--- config.mk ---
export PLATFORM = sky130hd
export DESIGN_NAME = rri_register_reset_initializer
export DESIGN_NICKNAME = d
export VERILOG_FILES = /design/src/inc/rri_pkg.sv /design/src/hdl/rri_sync.sv /design/src/hdl/rri_cause_decode.sv /design/src/hdl/rri_register_reset_initializer.sv
export SDC_FILE = /design/constraint.sdc
export NUM_CORES = 1
export LEC_CHECK = 0
export BUFFER_PORTS_ARGS = -buffer_cell sky130_fd_sc_hd__buf_2
export CORE_MARGIN = 4
export CORE_UTILIZATION = 31
export CTS_BUF_LIST = sky130_fd_sc_hd__clkbuf_8
export DETAILED_ROUTE_END_ITERATION = 8
export GPL_TIMING_DRIVEN = 1
export PLACE_DENSITY = 0.59
export SLEW_MARGIN = 10
export SYNTH_ARGS = -nofsm -noshare
export SYNTH_HDL_FRONTEND = slang
export SYNTH_HIERARCHICAL = 1
export SYNTH_SLANG_ARGS = --single-unit
--- constraint.sdc ---
create_clock -name clk -period 5.8 [get_ports clk]
set_clock_uncertainty 0.2 [all_clocks]
set_input_delay 1.74 -clock clk [delete_from_list [all_inputs] [get_ports clk]]
set_output_delay 1.74 -clock clk [all_outputs]
set_load 0.005 [all_outputs]
--- src/inc/rri_pkg.sv ---
package rri_pkg;

  ////////////////////////////////////////////////////////////////////////////
  // register map (word index, byte address is index times four)
  localparam int         NREG           = 26;
  localparam int         ADDR_W         = 7;
  localparam logic [4:0] IDX_PTR1_HIGH  = 5'h00;
  localparam logic [4:0] IDX_PTR1_LOW   = 5'h01;
  localparam logic [4:0] IDX_BANK       = 5'h02;
  localparam logic [4:0] IDX_PTR2_HIGH  = 5'h03;
  localparam logic [4:0] IDX_PTR2_LOW   = 5'h04;
  localparam logic [4:0] IDX_ALU_FLAGS  = 5'h05;
  localparam logic [4:0] IDX_T0_HIGH    = 5'h06;
  localparam logic [4:0] IDX_T0_LOW     = 5'h07;
  localparam logic [4:0] IDX_T0_CTRL    = 5'h08;
  localparam logic [4:0] IDX_OSC_CTRL   = 5'h09;
  localparam logic [4:0] IDX_LVD_CTRL   = 5'h0a;
  localparam logic [4:0] IDX_WDOG_CTRL  = 5'h0b;
  localparam logic [4:0] IDX_CAUSE      = 5'h0c;
  localparam logic [4:0] IDX_T1_HIGH    = 5'h0d;
  localparam logic [4:0] IDX_T1_LOW     = 5'h0e;
  localparam logic [4:0] IDX_T1_CTRL    = 5'h0f;
  localparam logic [4:0] IDX_T2_COUNT   = 5'h10;
  localparam logic [4:0] IDX_T2_PERIOD  = 5'h11;
  localparam logic [4:0] IDX_T2_CTRL    = 5'h12;
  localparam logic [4:0] IDX_TOP_UPPER  = 5'h13;
  localparam logic [4:0] IDX_TOP_HIGH   = 5'h14;
  localparam logic [4:0] IDX_TOP_LOW    = 5'h15;
  localparam logic [4:0] IDX_STACK_PTR  = 5'h16;
  localparam logic [4:0] IDX_IRQ_CTRL   = 5'h17;
  localparam logic [4:0] IDX_PA_LATCH   = 5'h18;
  localparam logic [4:0] IDX_PA_DIR     = 5'h19;
  localparam logic [4:0] IDX_PA_PINS    = 5'h1a;

  ////////////////////////////////////////////////////////////////////////////
  // per-register images, index 0 first
  localparam logic [7:0] IMPL_MASK [NREG] = '{
    8'h0f, 8'hff, 8'h0f, 8'h0f, 8'hff, 8'h1f, 8'hff, 8'hff, 8'hff, 8'hff,
    8'h3f, 8'h01, 8'h3f, 8'hff, 8'hff, 8'hff, 8'hff, 8'hff, 8'h7f, 8'h1f,
    8'hff, 8'hff, 8'hdf, 8'hff, 8'hff, 8'hdf};
  localparam logic [7:0] POR_VAL [NREG] = '{
    8'h00, 8'h00, 8'h00, 8'h00, 8'h00, 8'h00, 8'h00, 8'h00, 8'hff, 8'h00,
    8'h05, 8'h00, 8'h1c, 8'h00, 8'h00, 8'h00, 8'h00, 8'hff, 8'h00, 8'h00,
    8'h00, 8'h00, 8'h00, 8'h00, 8'h00, 8'hdf};
  localparam logic [7:0] POR_KEEP [NREG] = '{
    8'h00, 8'hff, 8'h00, 8'h00, 8'hff, 8'h1f, 8'h00, 8'hff, 8'h00, 8'h10,
    8'h00, 8'h00, 8'h00, 8'hff, 8'hff, 8'h00, 8'h00, 8'h00, 8'h00, 8'h00,
    8'h00, 8'h00, 8'h00, 8'h00, 8'h00, 8'h00};
  localparam logic [7:0] RST_KEEP [NREG] = '{
    8'h00, 8'hff, 8'h00, 8'h00, 8'hff, 8'h1f, 8'h00, 8'hff, 8'h00, 8'h40,
    8'h00, 8'h00, 8'hff, 8'hff, 8'hff, 8'hbf, 8'h00, 8'h00, 8'h00, 8'h00,
    8'h00, 8'h00, 8'hc0, 8'h01, 8'h00, 8'h00};
  localparam logic [7:0] WAKE_KEEP [NREG] = '{
    8'hff, 8'hff, 8'hff, 8'hff, 8'hff, 8'hff, 8'hff, 8'hff, 8'hff, 8'hff,
    8'hff, 8'hff, 8'hff, 8'hff, 8'hff, 8'hff, 8'hff, 8'h00, 8'hff, 8'hff,
    8'hff, 8'hff, 8'hff, 8'hff, 8'hff, 8'hff};
  localparam logic [7:0] RO_MASK [NREG] = '{
    8'h00, 8'h00, 8'h00, 8'h00, 8'h00, 8'h00, 8'h00, 8'h00, 8'h00, 8'h02,
    8'h00, 8'h00, 8'h00, 8'h00, 8'h00, 8'h00, 8'h00, 8'h00, 8'h00, 8'h00,
    8'h00, 8'h00, 8'h00, 8'h00, 8'h00, 8'h00};

  ////////////////////////////////////////////////////////////////////////////
  // field positions
  localparam int         CAUSE_IPEN     = 5;
  localparam int         CAUSE_INSTR    = 4;
  localparam int         CAUSE_TIMEOUT  = 3;
  localparam int         CAUSE_PWRDN    = 2;
  localparam int         CAUSE_PWRON    = 1;
  localparam int         CAUSE_BROWN    = 0;
  localparam int         STK_FULL_BIT   = 7;
  localparam int         STK_UNF_BIT    = 6;
  localparam int         OSC_STAT_BIT   = 1;
  localparam int         IRQ_HIGH_EN    = 7;
  localparam int         IRQ_LOW_EN     = 6;
  localparam logic [7:0] IRQ_SRC_MASK   = 8'h3f;
  localparam logic [7:0] PA_FIXED_MASK  = 8'h3f;
  localparam logic [7:0] PA_OSC_MASK    = 8'hc0;
  localparam logic [4:0] STK_PTR_MAX    = 5'h1f;

  ////////////////////////////////////////////////////////////////////////////
  // program counter values
  localparam logic [20:0] VEC_RESET     = 21'h0_0000;
  localparam logic [20:0] VEC_HIGH      = 21'h0_0008;
  localparam logic [20:0] VEC_LOW       = 21'h0_0018;
  localparam logic [20:0] WAKE_STEP     = 21'h0_0002;

  ////////////////////////////////////////////////////////////////////////////
  // types
  typedef enum logic [3:0] {
    CAUSE_NONE      = 4'h0,
    CAUSE_BOR       = 4'h1,
    CAUSE_PIN       = 4'h2,
    CAUSE_WDOG_RST  = 4'h3,
    CAUSE_INSTR_RST = 4'h4,
    CAUSE_STK_FULL  = 4'h5,
    CAUSE_STK_UNF   = 4'h6,
    CAUSE_UNF_ERR   = 4'h7,
    CAUSE_WDOG_WAKE = 4'h8,
    CAUSE_IRQ_WAKE  = 4'h9
  } rri_cause_t;

  typedef enum logic [0:0] {
    BUS_IDLE   = 1'h0,
    BUS_ANSWER = 1'h1
  } rri_bus_state_t;

  function automatic logic [7:0] rri_apply(input logic [7:0] cur,
                                           input logic [7:0] val,
                                           input logic [7:0] keep,
                                           input logic [7:0] impl);
    return ((cur & keep) | (val & ~keep)) & impl;
  endfunction : rri_apply

endpackage : rri_pkg

--- src/hdl/rri_sync.sv ---
`timescale 1ns/1ps
module rri_sync #(
  parameter int W = 1
) (
  // clock and reset
  input  wire logic         clk,
  input  wire logic         reset_n,
  // asynchronous input and its synchronised copy
  input  wire logic [W-1:0] d,
  output logic      [W-1:0] q
);

  typedef struct packed {
    logic [W-1:0] stage1;
    logic [W-1:0] stage2;
  } rri_sync_state_t;

  rri_sync_state_t s_reg;
  rri_sync_state_t s_next;

  always_comb begin
    s_next        = s_reg;
    s_next.stage1 = d;
    s_next.stage2 = s_reg.stage1;
  end

  always_ff @(posedge clk) begin
    if (!reset_n) begin
      s_reg <= '1;
    end else begin
      s_reg <= s_next;
    end
  end

  assign q = s_reg.stage2;

endmodule : rri_sync

--- src/hdl/rri_cause_decode.sv ---
`timescale 1ns/1ps
module rri_cause_decode
  import rri_pkg::*;
(
  // event pulses
  input  wire logic brown_out,
  input  wire logic pin_reset,
  input  wire logic watchdog_timeout,
  input  wire logic reset_instr,
  input  wire logic stack_full,
  input  wire logic stack_underflow,
  input  wire logic irq_wake,
  // conditions
  input  wire logic core_sleeping,
  input  wire logic stack_fault_reset_enable,
  // decoded cause
  output rri_cause_t cause
);

  // one cause per cycle; resets before wake-ups, except that a watchdog wake outranks watchdog and instruction resets
  always_comb begin
    cause = CAUSE_NONE;
    if (brown_out) begin
      cause = CAUSE_BOR;
    end else if (pin_reset) begin
      cause = CAUSE_PIN;
    end else if (stack_full && stack_fault_reset_enable) begin
      cause = CAUSE_STK_FULL;
    end else if (stack_underflow && stack_fault_reset_enable) begin
      cause = CAUSE_STK_UNF;
    end else if (watchdog_timeout && core_sleeping) begin
      cause = CAUSE_WDOG_WAKE;
    end else if (watchdog_timeout) begin
      cause = CAUSE_WDOG_RST;
    end else if (reset_instr) begin
      cause = CAUSE_INSTR_RST;
    end else if (stack_underflow) begin
      cause = CAUSE_UNF_ERR;
    end else if (irq_wake && core_sleeping) begin
      cause = CAUSE_IRQ_WAKE;
    end
  end

endmodule : rri_cause_decode

--- src/hdl/rri_register_reset_initializer.sv ---
// Function
// - unimplemented bits ignore writes, read zero, except port A pins bit 5, which reads the pin
// - unchanged bits keep value; unknown bits untouched
// - interrupt wake with enable loads vector
// - interrupt wake with enable pushes counter onto stack top
// - interrupt wake with enable advances hardware stack pointer, holding at 1f
// - interrupt wake sets source flag bits
// - port A bits 6,7 only when oscillator frees
// - cause flags follow the actual event
// - underflow without fault reset only sets flag
// - watchdog in sleep wakes, counter plus two
//
// Added by the designer: the Avalon-MM register port and the placing of the registers.
`timescale 1ns/1ps
module rri_register_reset_initializer
  import rri_pkg::*;
(
  // clock and reset
  input  wire logic        clk,
  input  wire logic        reset_n,
  // avalon-mm slave
  input  wire logic [6:0]  avs_address,
  input  wire logic        avs_read,
  input  wire logic        avs_write,
  input  wire logic [31:0] avs_writedata,
  output logic      [31:0] avs_readdata,
  output logic             avs_waitrequest,
  // reset and wake events
  input  wire logic        brown_out,
  input  wire logic        external_reset_pin_n,
  input  wire logic        watchdog_timeout,
  input  wire logic        reset_instr,
  input  wire logic        stack_full,
  input  wire logic        stack_underflow,
  input  wire logic        irq_wake,
  input  wire logic        irq_wake_high,
  input  wire logic [5:0]  wake_sources,
  // core conditions
  input  wire logic        core_sleeping,
  input  wire logic        stack_fault_reset_enable,
  input  wire logic        osc_frees_port_pins,
  input  wire logic        osc_running,
  // program counter
  input  wire logic [20:0] program_counter_in,
  output logic      [20:0] program_counter_out,
  output logic             program_counter_load,
  output logic             core_reset,
  // port A
  input  wire logic [7:0]  port_a_pins_in,
  output logic      [7:0]  port_a_out,
  output logic      [7:0]  port_a_oe
);

  ////////////////////////////////////////////////////////////////////////////
  // state

  typedef struct packed {
    logic [NREG-1:0][7:0] regs;
    rri_bus_state_t       bus_state;
    logic                 wait_req;
    logic [31:0]          rdata;
    logic [20:0]          jump_target;
    logic                 jump_load;
    logic                 core_reset;
    logic [7:0]           pa_out;
    logic [7:0]           pa_oe;
    logic                 pin_prev;
  } rri_state_t;

  rri_state_t s_reg;
  rri_state_t s_next;

  ////////////////////////////////////////////////////////////////////////////
  // pin synchronisers and cause decode

  logic       pin_sync;
  logic [7:0] pa_pins_sync;
  logic       pin_reset;
  rri_cause_t cause;

  rri_sync #(
    .W (1)
  ) u_pin_sync (
    .clk     (clk),
    .reset_n (reset_n),
    .d       (external_reset_pin_n),
    .q       (pin_sync)
  );

  rri_sync #(
    .W (8)
  ) u_port_sync (
    .clk     (clk),
    .reset_n (reset_n),
    .d       (port_a_pins_in),
    .q       (pa_pins_sync)
  );

  // falling edge of the synchronised pin
  assign pin_reset = s_reg.pin_prev & ~pin_sync;

  rri_cause_decode u_decode (
    .brown_out                (brown_out),
    .pin_reset                (pin_reset),
    .watchdog_timeout         (watchdog_timeout),
    .reset_instr              (reset_instr),
    .stack_full               (stack_full),
    .stack_underflow          (stack_underflow),
    .irq_wake                 (irq_wake),
    .core_sleeping            (core_sleeping),
    .stack_fault_reset_enable (stack_fault_reset_enable),
    .cause                    (cause)
  );

  ////////////////////////////////////////////////////////////////////////////
  // next state

  logic       bus_req;
  logic [4:0] bus_idx;
  logic       bus_mapped;
  logic [7:0] pa_mask;
  logic       cls_bor;
  logic       cls_reset;
  logic       cls_wake;
  logic [7:0] cause_flags;
  logic [7:0] stk;
  logic [7:0] wr_cause;
  logic       irq_vector_en;

  assign bus_req    = avs_read | avs_write;
  assign bus_idx    = avs_address[6:2];
  assign bus_mapped = bus_idx < 5'(NREG);
  assign pa_mask    = PA_FIXED_MASK | (osc_frees_port_pins ? PA_OSC_MASK : 8'h00);
  assign cls_bor    = cause == CAUSE_BOR;
  assign cls_reset  = (cause == CAUSE_PIN) || (cause == CAUSE_WDOG_RST) ||
                      (cause == CAUSE_INSTR_RST) || (cause == CAUSE_STK_FULL) ||
                      (cause == CAUSE_STK_UNF);
  assign cls_wake   = (cause == CAUSE_WDOG_WAKE) || (cause == CAUSE_IRQ_WAKE);

  always_comb begin
    s_next           = s_reg;
    s_next.jump_load = 1'h0;
    s_next.core_reset = 1'h0;
    s_next.pin_prev  = pin_sync;
    cause_flags      = 8'h00;
    stk              = 8'h00;
    wr_cause         = 8'h00;
    irq_vector_en    = 1'h0;

    // bus handshake: answer one cycle after the request
    unique case (s_reg.bus_state)
      BUS_IDLE: begin
        if (bus_req) begin
          s_next.bus_state = BUS_ANSWER;
          s_next.wait_req  = 1'h0;
          if (avs_read && bus_idx == IDX_PA_PINS) begin
            s_next.rdata = {24'h00_0000, pa_pins_sync & pa_mask};
          end else if (avs_read && bus_mapped) begin
            s_next.rdata = {24'h00_0000, s_reg.regs[bus_idx] & IMPL_MASK[bus_idx]};
          end else begin
            s_next.rdata = 32'h0000_0000;
          end
        end
      end
      BUS_ANSWER: begin
        s_next.bus_state = BUS_IDLE;
        s_next.wait_req  = 1'h1;
        if (avs_write && bus_mapped) begin
          s_next.regs[bus_idx] = ((s_reg.regs[bus_idx] & RO_MASK[bus_idx]) |
                                  (avs_writedata[7:0] & ~RO_MASK[bus_idx])) &
                                 IMPL_MASK[bus_idx];
        end
      end
    endcase

    // cause value as software left it this cycle
    wr_cause = s_next.regs[IDX_CAUSE];

    // class images; events override a write in the same cycle, except in the bits that their image keeps
    for (int i = 0; i < NREG; i++) begin
      if (cls_bor) begin
        s_next.regs[i] = rri_apply(s_next.regs[i], POR_VAL[i], POR_KEEP[i],
                                   IMPL_MASK[i]);
      end else if (cls_reset) begin
        s_next.regs[i] = rri_apply(s_next.regs[i], POR_VAL[i], RST_KEEP[i],
                                   IMPL_MASK[i]);
      end else if (cls_wake) begin
        s_next.regs[i] = rri_apply(s_next.regs[i], POR_VAL[i], WAKE_KEEP[i],
                                   IMPL_MASK[i]);
      end
    end

    cause_flags = s_next.regs[IDX_CAUSE];
    stk         = s_next.regs[IDX_STACK_PTR];

    // cause-dependent flag bits
    if (cls_reset) begin
      cause_flags[CAUSE_IPEN] = 1'h0;
    end
    unique case (cause)
      CAUSE_BOR: begin
        cause_flags[CAUSE_PWRON] = wr_cause[CAUSE_PWRON];
      end
      CAUSE_PIN: begin
        cause_flags[CAUSE_TIMEOUT] = 1'h1;
        if (core_sleeping) begin
          cause_flags[CAUSE_PWRDN] = 1'h0;
        end
      end
      CAUSE_WDOG_RST: begin
        cause_flags[CAUSE_TIMEOUT] = 1'h0;
      end
      CAUSE_INSTR_RST: begin
        cause_flags[CAUSE_INSTR] = 1'h0;
      end
      CAUSE_STK_FULL: begin
        stk[STK_FULL_BIT] = 1'h1;
      end
      CAUSE_STK_UNF: begin
        stk[STK_UNF_BIT] = 1'h1;
      end
      CAUSE_UNF_ERR: begin
        stk[STK_UNF_BIT] = 1'h1;
      end
      CAUSE_WDOG_WAKE: begin
        cause_flags[CAUSE_TIMEOUT] = 1'h0;
        cause_flags[CAUSE_PWRDN]   = 1'h0;
        s_next.jump_target         = program_counter_in + WAKE_STEP;
        s_next.jump_load           = 1'h1;
      end
      CAUSE_IRQ_WAKE: begin
        cause_flags[CAUSE_PWRDN] = 1'h0;
        s_next.regs[IDX_IRQ_CTRL] = s_next.regs[IDX_IRQ_CTRL] |
                                    ({2'h0, wake_sources} & IRQ_SRC_MASK);
        irq_vector_en = s_next.regs[IDX_IRQ_CTRL][IRQ_HIGH_EN] |
                        s_next.regs[IDX_IRQ_CTRL][IRQ_LOW_EN];
        s_next.jump_load = 1'h1;
        if (irq_vector_en) begin
          s_next.jump_target = (irq_wake_high && s_next.regs[IDX_IRQ_CTRL][IRQ_HIGH_EN]) ?
                               VEC_HIGH : VEC_LOW;
          s_next.regs[IDX_TOP_UPPER] = {3'h0, program_counter_in[20:16]};
          s_next.regs[IDX_TOP_HIGH]  = program_counter_in[15:8];
          s_next.regs[IDX_TOP_LOW]   = program_counter_in[7:0];
          if (stk[4:0] != STK_PTR_MAX) begin
            stk[4:0] = stk[4:0] + 5'h01;
          end
          if (stk[4:0] == STK_PTR_MAX) begin
            stk[STK_FULL_BIT] = 1'h1;
          end
        end else begin
          s_next.jump_target = program_counter_in + WAKE_STEP;
        end
      end
      default: begin
      end
    endcase

    // oscillator status follows the clock after any reset or wake
    if (cls_bor || cls_reset || cls_wake) begin
      s_next.regs[IDX_OSC_CTRL][OSC_STAT_BIT] = osc_running;
    end
    if (cls_bor || cls_reset) begin
      s_next.jump_target = VEC_RESET;
      s_next.jump_load   = 1'h1;
      s_next.core_reset  = 1'h1;
    end

    s_next.regs[IDX_CAUSE]     = cause_flags & IMPL_MASK[IDX_CAUSE];
    s_next.regs[IDX_STACK_PTR] = stk & IMPL_MASK[IDX_STACK_PTR];

    // port A upper pins exist only when the oscillator frees them
    s_next.regs[IDX_PA_LATCH] = s_next.regs[IDX_PA_LATCH] & pa_mask;
    s_next.regs[IDX_PA_DIR]   = s_next.regs[IDX_PA_DIR] & pa_mask;
    s_next.pa_out = s_next.regs[IDX_PA_LATCH] & pa_mask;
    s_next.pa_oe  = ~s_next.regs[IDX_PA_DIR] & IMPL_MASK[IDX_PA_DIR] & pa_mask;
  end

  ////////////////////////////////////////////////////////////////////////////
  // registers; power-on image loads under reset

  always_ff @(posedge clk) begin
    if (!reset_n) begin
      s_reg <= '0;
      for (int i = 0; i < NREG; i++) begin
        s_reg.regs[i] <= POR_VAL[i];
      end
      s_reg.bus_state  <= BUS_IDLE;
      s_reg.wait_req   <= 1'h1;
      s_reg.core_reset <= 1'h1;
      s_reg.pin_prev   <= 1'h1;
    end else begin
      s_reg <= s_next;
    end
  end

  ////////////////////////////////////////////////////////////////////////////
  // outputs

  assign avs_readdata         = s_reg.rdata;
  assign avs_waitrequest      = s_reg.wait_req;
  assign program_counter_out  = s_reg.jump_target;
  assign program_counter_load = s_reg.jump_load;
  assign core_reset           = s_reg.core_reset;
  assign port_a_out           = s_reg.pa_out;
  assign port_a_oe            = s_reg.pa_oe;

endmodule : rri_register_reset_initializer

==> After elaboration in Yosys (flattened, before gate mapping) <==
Memory sizes are Yosys's and may differ from the RTL's.
Index checks and enable logic that the tools add are counted.
{ "totals": {"regBits": 300, "latchBits": 0, "mem_bits_rw": 0, "mem_bits_ro": 512, "in_bits": 90, "wordCells": 202, "n_memories": 2} }
{ "mem_list": {"columns": ["name", "words", "word_bits", "read_ports", "rd_ports_with_merged_regs", "wr", "line_no", "rtl"], "rows": [
  ["(no name shown)", 32, 8, 1, 0, 0, "rri_register_reset_initializer.sv:171", "IMPL_MASK[bus_idx];"],
  ["(no name shown)", 32, 8, 1, 0, 0, "rri_register_reset_initializer.sv:170", "(avs_writedata[7:0] & ~RO_MASK[bus_idx])) &"]
]} }
{ "op_classes": {"n_addsub": 2, "n_mul": 0, "div": 0, "magnitude_cmp": 4, "n_eq_ne": 13, "n_shift": 0, "n_mux": 78, "bitwise": 20, "reduce_logical": 29} }
{ "op_table": {"columns": ["cell", "count"], "rows": [
  ["$mux 208", 2],
  ["$mux 8", 35],
  ["$bwmux 208", 1],
  ["$and 8x8->8", 9],
  ["$mux 24", 2],
  ["$pmux 22 s2", 1],
  ["$bmux 8 s5", 1],
  ["$demux 8 s5", 1],
  ["$mux 4", 9],
  ["$mux 34", 1],
  ["$mux 5", 6],
  ["$mux 6", 5],
  ["$mux 23", 1],
  ["$add 21x2->21 const B", 1],
  ["$mux 21", 1],
  ["$eq 4x3->1 const B", 4],
  ["$not 8->8", 2],
  ["$eq 5x5->1 const B", 2],
  ["$reduce_or 2->1", 5],
  ["$logic_and 1x1->1", 9],
  ["$eq 4x2->1 const B", 2],
  ["$eq 4x4->1 const B", 2],
  ["$or 8x6->8", 1],
  ["$or 8x8->8", 1],
  ["22 further kinds", 42]
]} }

==> Logic depth before layout (Yosys ltp) <==
Gate-level depths: netlist of the first run.
{ "depth": {"ltp_word": 25, "mapped_depth": 14, "mapped_depth_nobuf": 13} }

==> Hierarchy <==
The synthesis of the first run kept the hierarchy.
{ "modules_own_cells": {"columns": ["module", "n_inst", "cells_per_inst", "area_each_um2", "seq_area_each_um2"], "rows": [
  ["rri_register_reset_initializer", 1, 1358, 12276.8, 4924.7],
  ["rri_sync (u_port_sync)", 1, 33, 431.7, 320.3],
  ["rri_cause_decode", 1, 19, 115.1, 0.0],
  ["rri_sync (u_pin_sync)", 1, 4, 52.6, 40.0]
]} }

==> Worst setup path after synthesis of the first run <==
No wires, ideal clock.
{ "synth_path": {"kind": "input port to flip-flop", "from": "in reset_instr", "to": "reg s_reg[257] (netlist bit)", "setup_time_ns": 0.121, "arrival_time_ns": 4.551, "t_required_ns": 5.479, "path_slack_ns": 0.928, "stages": 14, "n_path_buf": 1, "cell_sequence": "or3b_1 > a21o_1 > a32oi_1 > clkbuf_1 > a31o_2 > nor2_1 > a21oi_1 > ha_1 > nand3_1 > a211o_1 > o31a_1 > nor2_1 > mux2i_1 > o31ai_1"} }
{ "synth_via": {"elab_chain_len": 22, "word_cells_on_any_way": 33, "cone_classes": "add/sub (1); eq/ne (9); mux (17); bitwise (2); reduce/logical (4)"} }
{ "synth_lines": {"columns": ["element", "line_no", "rtl"], "rows": [
  ["start: declaration", "rri_register_reset_initializer.sv:32", "input wire logic reset_instr,"],
  ["$mux 4 (*)", "rri_cause_decode.sv:35", "end else if (reset_instr) begin"],
  ["$mux 4 (*)", "rri_cause_decode.sv:33", "end else if (watchdog_timeout) begin"],
  ["$mux 4 (*)", "rri_cause_decode.sv:31", "end else if (watchdog_timeout && core_sleeping) begin"],
  ["$mux 4 (*)", "rri_cause_decode.sv:29", "end else if (stack_underflow && stack_fault_reset_enable) begin"],
  ["$mux 4 (*)", "rri_cause_decode.sv:27", "end else if (stack_full && stack_fault_reset_enable) begin"],
  ["$mux 4 (*)", "rri_cause_decode.sv:25", "end else if (pin_reset) begin"],
  ["$mux 4 (*)", "rri_cause_decode.sv:23", "if (brown_out) begin"],
  ["named net cause[0]", "rri_register_reset_initializer.sv:79", "rri_cause_t cause;"],
  ["[7 not listed]", null, null],
  ["$add 5x1->5 or $ne 5x5->1 (tied branches)", "rri_register_reset_initializer.sv:245, rri_register_reset_initializer.sv:244", null],
  ["$mux 5", "rri_register_reset_initializer.sv:244", "if (stk[4:0] != STK_PTR_MAX) begin"],
  ["$mux 5", "rri_register_reset_initializer.sv:238", "if (irq_vector_en) begin"],
  ["$mux 5", "rri_register_reset_initializer.sv:200", "unique case (cause)"],
  ["$eq 5x5->1", "rri_register_reset_initializer.sv:247", "if (stk[4:0] == STK_PTR_MAX) begin"],
  ["$mux 1", "rri_register_reset_initializer.sv:247", null],
  ["$mux 1", "rri_register_reset_initializer.sv:238", null],
  ["$pmux 1 s2 (*)", "rri_register_reset_initializer.sv:200", null],
  ["end signal: assignment", "rri_register_reset_initializer.sv:292", "s_reg <= s_next;"],
  ["end: declaration", "rri_register_reset_initializer.sv:70", "rri_state_t s_reg;"]
]} }
Mark *: on every way through the listed nets, which the timed path passes. The rest lies on a longest branch. The select of a mux whose other input is x is not followed.
A chain may end at the register's enable or synchronous reset.

==> Worst setup path in the final report of the first run <==
{ "layout_path": {"from": "in watchdog_timeout", "to": "reg s_reg[257] (netlist bit)"} }
{ "layout_via": {"elab_chain_len": 21, "word_cells_on_any_way": 33, "cone_classes": "add/sub (1); eq/ne (9); mux (16); bitwise (2); reduce/logical (5)"} }
{ "layout_lines": {"columns": ["element", "line_no", "rtl"], "rows": [
  ["start: declaration", "rri_register_reset_initializer.sv:31", "input wire logic watchdog_timeout,"],
  ["$mux 4 or $logic_and 1x1->1 (tied branches)", "rri_cause_decode.sv:33, rri_cause_decode.sv:31", null],
  ["$mux 4 (*)", "rri_cause_decode.sv:31", null],
  ["$mux 4 (*)", "rri_cause_decode.sv:29", null],
  ["$mux 4 (*)", "rri_cause_decode.sv:27", null],
  ["$mux 4 (*)", "rri_cause_decode.sv:25", null],
  ["$mux 4 (*)", "rri_cause_decode.sv:23", null],
  ["named net cause[1]", "rri_register_reset_initializer.sv:79", null],
  ["$eq 4x2->1", "rri_register_reset_initializer.sv:135", "assign cls_reset = (cause == CAUSE_PIN) || (cause == CAUSE_WDOG_RST) ||"],
  ["[6 not listed]", null, null],
  ["$add 5x1->5 or $ne 5x5->1 (tied branches)", "rri_register_reset_initializer.sv:245, rri_register_reset_initializer.sv:244", null],
  ["$mux 5", "rri_register_reset_initializer.sv:244", null],
  ["$mux 5", "rri_register_reset_initializer.sv:238", null],
  ["$mux 5", "rri_register_reset_initializer.sv:200", null],
  ["$eq 5x5->1", "rri_register_reset_initializer.sv:247", null],
  ["$mux 1", "rri_register_reset_initializer.sv:247", null],
  ["$mux 1", "rri_register_reset_initializer.sv:238", null],
  ["$pmux 1 s2 (*)", "rri_register_reset_initializer.sv:200", null]
]} }
Marks and branches as above.

==> results of run 1 <==
==> power by group through the flow <==
| stage | clock network (mW) | registers (mW) | logic (mW) |
|---|---|---|---|
| global route | 1.74 | 1.85 | 0.411 |
| global placement | 0 | 1.88 | 0.377 |
| finish | 1.61 | 1.85 | 0.385 |
| detailed placement | 0 | 1.88 | 0.380 |
| floorplan | 0 | 1.88 | 0.246 |
| CTS | 1.66 | 1.85 | 0.381 |
==> routing by layer <==
metal  part of all wire [%]  routed length (um)  vias up  GRT usage [%]
met5                      0                   0        -              0
met2                     46               18600      454           28.2
li1                       -                   -     5025              -
met3                    7.8                3150      106           3.26
met1                     42               16900     5156           23.1
met4                    4.7                1920        0           7.77
==> through the flow <==
stage | power [mW] | hold slack (ns) | std cells | worst slack (ns)
2_1_floorplan | 2.12 | 0.185 | 1438 | 0.928
3_3_place_gp | 2.26 | 0.188 | 1961 | 0.639
3_5_place_dp | 2.26 | 0.196 | 1961 | 0.580
4_1_cts | 3.88 | 0.205 | 2038 | 1.16
5_1_grt | 4.00 | 0.223 | 2038 | 0.835
6_report | 3.84 | 0.202 | 2038 | 1.13
==> logic make-up (layout without fill, tap and decap cells) <==
kind of cell | after synthesis | after routing | synth area share [%]
adders and majority gates | 2 | 2 | 0.194
muxes | 159 | 159 | 17.1
AOI/OAI and AO/OA | 267 | 267 | 13.7
buffers and inverters | 186 | 254 | 8.04
DFF | 264 | 264 | 41.0
xor gates and xnor gates | 18 | 18 | 1.22
other | 1 | 25 | 0.0291
and+or+nand+nor | 517 | 517 | 18.6
==> cell usage in the layout (no fill, tap or decap), drive strengths merged, types with 5 or more instances in the layout <==
cell type / count
dfxtp: 264
nor2: 186
buf: 158
nand2: 148
a21oi: 90
mux2i: 90
o21ai: 58
clkbuf: 52
nand3: 49
mux4: 47
inv: 39
and2: 26
conb: 25
nand2b: 22
mux2: 22
a211oi: 17
nor3: 16
and3: 14
o211ai: 12
o31ai: 10
xor2: 10
nor2b: 9
or3: 9
nand4: 9
a31oi: 8
xnor2: 8
a21o: 6
a211o: 6
o31a: 5
a32o: 5
or2b: 5
or2: 5
==> cell type report <==
| cell class | instances | area (um^2) |
|---|---|---|
| flip-flops and latches | 264 | 5290 |
| clock buffers | 52 | 716 |
| multi-input cells | 988 | 6650 |
| fillers | 4224 | 26500 |
| repair buffers | 158 | 916 |
| clock inverters | 25 | 135 |
| inverters | 19 | 71.3 |
| well taps | 532 | 666 |
==> final timing paths <==
| path | from | endpoint | slack (ns) | cells after the start |
|---|---|---|---|---|
| worst min register to register | u_port_sync/s_next[6] | u_port_sync/q[6] | 0.20 | 1 |
| worst max-delay path | watchdog_timeout | s_reg[257] | 1.13 | 16 |
| worst min-delay path | u_port_sync/s_next[6] | u_port_sync/q[6] | 0.20 | 1 |
| worst max register to register | s_reg[0] | s_reg[257] | 2.30 | 14 |
==> run_results.csv, run 1 <==
group,metric,value,unit
outcome,status,"finished, final reports clean",
pwr,p_seq_share,48.1,%
synth,yosysMostFrequentCell,"dfxtp_1",
grt,grt_pass1_vias,10500,
cts,cts_setup_buffers,0,
cts,cts-resized-gates,0,
synth,synth_warnings,6,
synth,synth_area_leaders,"dfxtp_1 41%, mux4_2 8.2%, mux2i_1 7.0%",
min_path,min_path_type,"reg2reg",
detailed_routing,wire_per_inst,19.9,um
synth,yosysTopAreaCellShare,41.0,%
synth,syn_avg_cell_area,9.11,um^2
floorplan,io_pins,162,
pwr,combPwrFrac,10.0,%
layout,layout.nets,1570,
pwr,peakVddDrop,0.000142,V
setup_path,slowest_delay,0.35,ns
place,place_congestion,0.961,
pwr,p_leak,5.46,nW
layout,postLayoutCoreUtil,35.3,%
synth,ys_seq_area_share,41.0,%
pwr,p_sw,1.03,mW
cts,clk_pin_slew,0.05,ns
timing,worst_pin_slew,1.02,ns
timing,rsz0062_at_grt,"no",
synth,ys_async_sr_fraction,0,%
cts,cts_hold_buf,0,
grt,grt.overflow.total,0,
detailed_routing,via_count,10700,
cts,h-tree-depth,2,
setup_path,cp_cell_sequence,"buf_2 -> or3b_1 -> a21o_1 -> a31oi_1 -> buf_4 -> a31o_2 -> nor2_1 -> buf_4 -> a21oi_1 -> ha_1 -> nand3_1 -> a211o_1 -> o31a_1 -> nor2_1 -> mux2i_1 -> o31ai_1",
synth,yosys.area.top_type,"dfxtp_1",
pwr,switching_share,26.7,%
layout,num_antenna_cells,0,
timing,layout_min_cycle_time,4.67,ns
pwr,clockPowerShare,41.9,%
floorplan,fp-row-count,74,
cts,cts_root_buffer,"clkbuf_8",
cts,cts_tree,"done",
setup_path,cp_top_family,"compound AO/OA/AOI/OAI gates",
detailed_routing,drt-pass1-iter-count,6,
setup_path,worstSetupPathType,"in2reg",
floorplan,core_area,0.0409,mm^2
grt,grt_start_max_net_pins,78,
setup_path,critPathCaptureType,"flop",
floorplan,die-area,0.0449,mm^2
synth,synth_common_cells,"264 x dfxtp_1, 181 x nor2_1, 148 x nand2_1",
run,max-cap-violations,0,
place,dp_hpwl,28400,um
detailed_routing,ant_nets,0,
setup_path,required,6.04,ns
synth,syn_area,0.0129,mm^2
pwr,internal-power,2.82,mW
timing,period_share,80.6,%
cts,clock-sinks,264,
layout,drive_gt1_share,20.8,%
place,placed_cell_area,0.0136,mm^2
timing,finalMaxSlewViolations,0,
synth,synth-edff-count,0,
floorplan,die_x,212,um
detailed_routing,vias_per_cell,5.27,
timing,fmax,214,MHz
detailed_routing,drt_iter0_drc,999,
synth,synthFlopType,"dfxtp_1",
pwr,power.density,266,mW/mm^2
setup_path,slowest_stage,"or3b_1",
floorplan,die_h,212,um
grt,antenna_found_initial,0,
timing,worst_slew_margin_rel,32.2,%
detailed_routing,drc,0,
grt,grt_first_pass_wirelength,62100,um
cts,cts_made_buffers,47,
layout,largest_reg_flops,199,
grt,track_usage,17.6,%
setup_path,worstPathArrival,4.92,ns
detailed_routing,wl,40600,um
timing,setup_violations,0,
setup_path,crit_path_start_kind,"input pin",
synth,synthesis.instances,1414,
place,port_buffers,110,
setup_path,crit_fanout,12,
floorplan,initial_core_util,31.5,%
setup_path,path_buf_inv,3,
synth,ys_seq_elements,264,
timing,tns,0,ns
timing,hold_viol,0,
cts,clkLatencyLatePin,0.57,ns
cts,clk_path_buf_depth,3,
layout,syn_to_final_growth,12.1,%
synth,synth_cell_types,78,
layout,fin_area,0.0144,mm^2
Note: power is estimated with default switching activity, not from simulation.
==> run 2, diff against run 1 <==
--- a/config.mk
+++ b/config.mk
@@ -11,7 +11,7 @@
 export CTS_BUF_LIST = sky130_fd_sc_hd__clkbuf_8
 export DETAILED_ROUTE_END_ITERATION = 8
 export GPL_TIMING_DRIVEN = 1
-export PLACE_DENSITY = 0.59
+export PLACE_DENSITY = 0.61
 export SLEW_MARGIN = 10
 export SYNTH_ARGS = -nofsm -noshare
 export SYNTH_HDL_FRONTEND = slang
==> constraint.sdc (replaced) <==
create_clock -name clk -period 3.95 [get_ports clk]
set_clock_uncertainty 0.2 [all_clocks]
set_input_delay 1.185 -clock clk [delete_from_list [all_inputs] [get_ports clk]]
set_output_delay 1.185 -clock clk [all_outputs]
set_load 0.005 [all_outputs]
==> run_results.csv, run 2 (synthesis results as in run 1) <==
group,metric,value,unit
setup_path,cp_cell_sequence,"buf_2 -> or3b_1 -> a21o_1 -> a31oi_1 -> a31o_4 -> nor2_4 -> a21oi_2 -> ha_2 -> nand3_2 -> a211o_1 -> o31a_1 -> nor2_2 -> mux2i_1 -> o31ai_1",
setup_path,critPathCaptureType,"flop",
timing,worst_slew_margin_rel,36.8,%
detailed_routing,vias_per_cell,5.29,
cts,cts_made_buffers,44,
timing,setup_violations,0,
layout,largest_reg_flops,199,
floorplan,core_area,0.0409,mm^2
setup_path,slowest_delay,0.38,ns
layout,final_common_cell,"dfxtp_1",
pwr,p_leak,5.77,nW
layout,postLayoutCoreUtil,36.8,%
setup_path,slowest_stage,"or3b_1",
detailed_routing,via_count,11100,
layout,syn_to_final_growth,17.0,%
setup_path,worstSetupPathType,"in2reg",
timing,layout_setup_ws,0.352,ns
layout,drive_gt1_share,24.5,%
cts,cts_tree,"done",
grt,antenna_found_initial,0,
detailed_routing,drt-pass1-iter-count,6,
place,place_congestion,0.930,
grt,grt_pass1_vias,10900,
timing,rsz0062_at_grt,"no",
detailed_routing,drc,0,
cts,clk_pin_slew,0.06,ns
detailed_routing,drt_iter0_drc,1115,
floorplan,die-area,0.0449,mm^2
place,dp_hpwl,29100,um
grt,grt_start_max_net_pins,78,
floorplan,die_x,212,um
place,port_buffers,110,
setup_path,r2r_slack,0.99,ns
setup_path,crit_path_start_kind,"input pin",
detailed_routing,wire_per_inst,19.7,um
floorplan,initial_core_util,31.5,%
setup_path,required,4.23,ns
run,max-cap-violations,0,
pwr,peakVddDrop,0.000205,V
layout,layout.nets,1614,
cts,cts-resized-gates,0,
detailed_routing,wl,41100,um
floorplan,die_h,212,um
cts,cts_setup_buffers,0,
setup_path,crit_fanout,5,
timing,worst_pin_slew,0.947,ns
layout,final_cell_mix,"264 x dfxtp_1, 178 x nor2_1, 148 x nand2_1",
setup_path,worstPathArrival,3.88,ns
timing,hold-worst-slack,0.198,ns
timing,layout_min_cycle_time,3.60,ns
cts,clock-sinks,264,
outcome,status,"finished, final reports clean",
cts,h-tree-depth,2,
cts,cts_hold_buf,0,
floorplan,io_pins,162,
pwr,power.density,393,mW/mm^2
detailed_routing,ant_nets,0,
timing,fmax,278,MHz
timing,finalMaxSlewViolations,0,
layout,num_antenna_cells,0,
grt,track_usage,17.7,%
grt,grt.overflow.total,0,
cts,clkLatencyLatePin,0.57,ns
cts,cts_root_buffer,"clkbuf_8",
layout,final.fill_count,4171,
timing,hold_viol,0,
cts,clk_path_buf_depth,3,
min_path,min_path_type,"reg2reg",
place,pre_cts_ws,-0.206,ns
floorplan,fp-row-count,74,
timing,period_share,91.1,%
grt,grt_first_pass_wirelength,62900,um
run 2: cell types whose count changed in the layout (fill, tap and decap cells not counted), moves of 2 or more:
cell,previous run,this run
buf_12,0,9
clkinv_2,3,7
a21oi_1,90,88
clkbuf_8,52,60
nor2_1,180,178
buf_4,50,87
inv_1,35,25
run 2: worst max-delay path, delay by kind of cell:
kind | cells | cell delay, ns
mux | 1 | 0.10
buf+inv | 1 | 0.10
compound gates | 7 | 1.53
fa+ha+maj | 1 | 0.23
simple gates | 4 | 0.72
run 2: final timing paths:
kind,start,end,cells past startpoint
max,reset_instr,s_reg[257],14
min,u_port_sync/s_next[0],u_port_sync/q[0],1
max reg2reg,s_reg[0],s_reg[257],13
min reg2reg,u_port_sync/s_next[0],u_port_sync/q[0],1
run 2: area by class of cell:
class / instances / area, um^2 / area share (%)
multi-input cells: 988 / 6690 / 44.4
flip-flops and latches: 264 / 5290 / 35.1
repair buffers: 205 / 1380 / 9.16
clock buffers: 60 / 826 / 5.48
well taps: 532 / 666 / 4.42
clock inverters: 21 / 143 / 0.947
inverters: 19 / 71.3 / 0.474
run 2: layer usage:
| metal | share of wire [%] | GRT usage, % |
|---|---|---|
| met1 | 41 | 23.1 |
| met2 | 47 | 29.5 |
| met3 | 7.8 | 3.14 |
| met4 | 3.5 | 6.33 |
| met5 | 0 | 0 |
run 2: power by group:
part	switching (mW)	internal [mW]
registers	0.0183	2.69
clock network	1.15	1.44
logic	0.397	0.218
run 2: stage by stage:
step | total power, mW | setup TNS [ns] | std cells | instance area [um^2]
CTS | 5.97 | 0 | 2089 | 15100
detailed placement | 3.37 | -0.521 | 2008 | 14100
finish | 5.92 | 0 | 2089 | 15100
global placement | 3.37 | -0.333 | 2008 | 14100
global route | 6.15 | 0 | 2089 | 15100
floorplan | 3.12 | 0 | 1438 | 13000
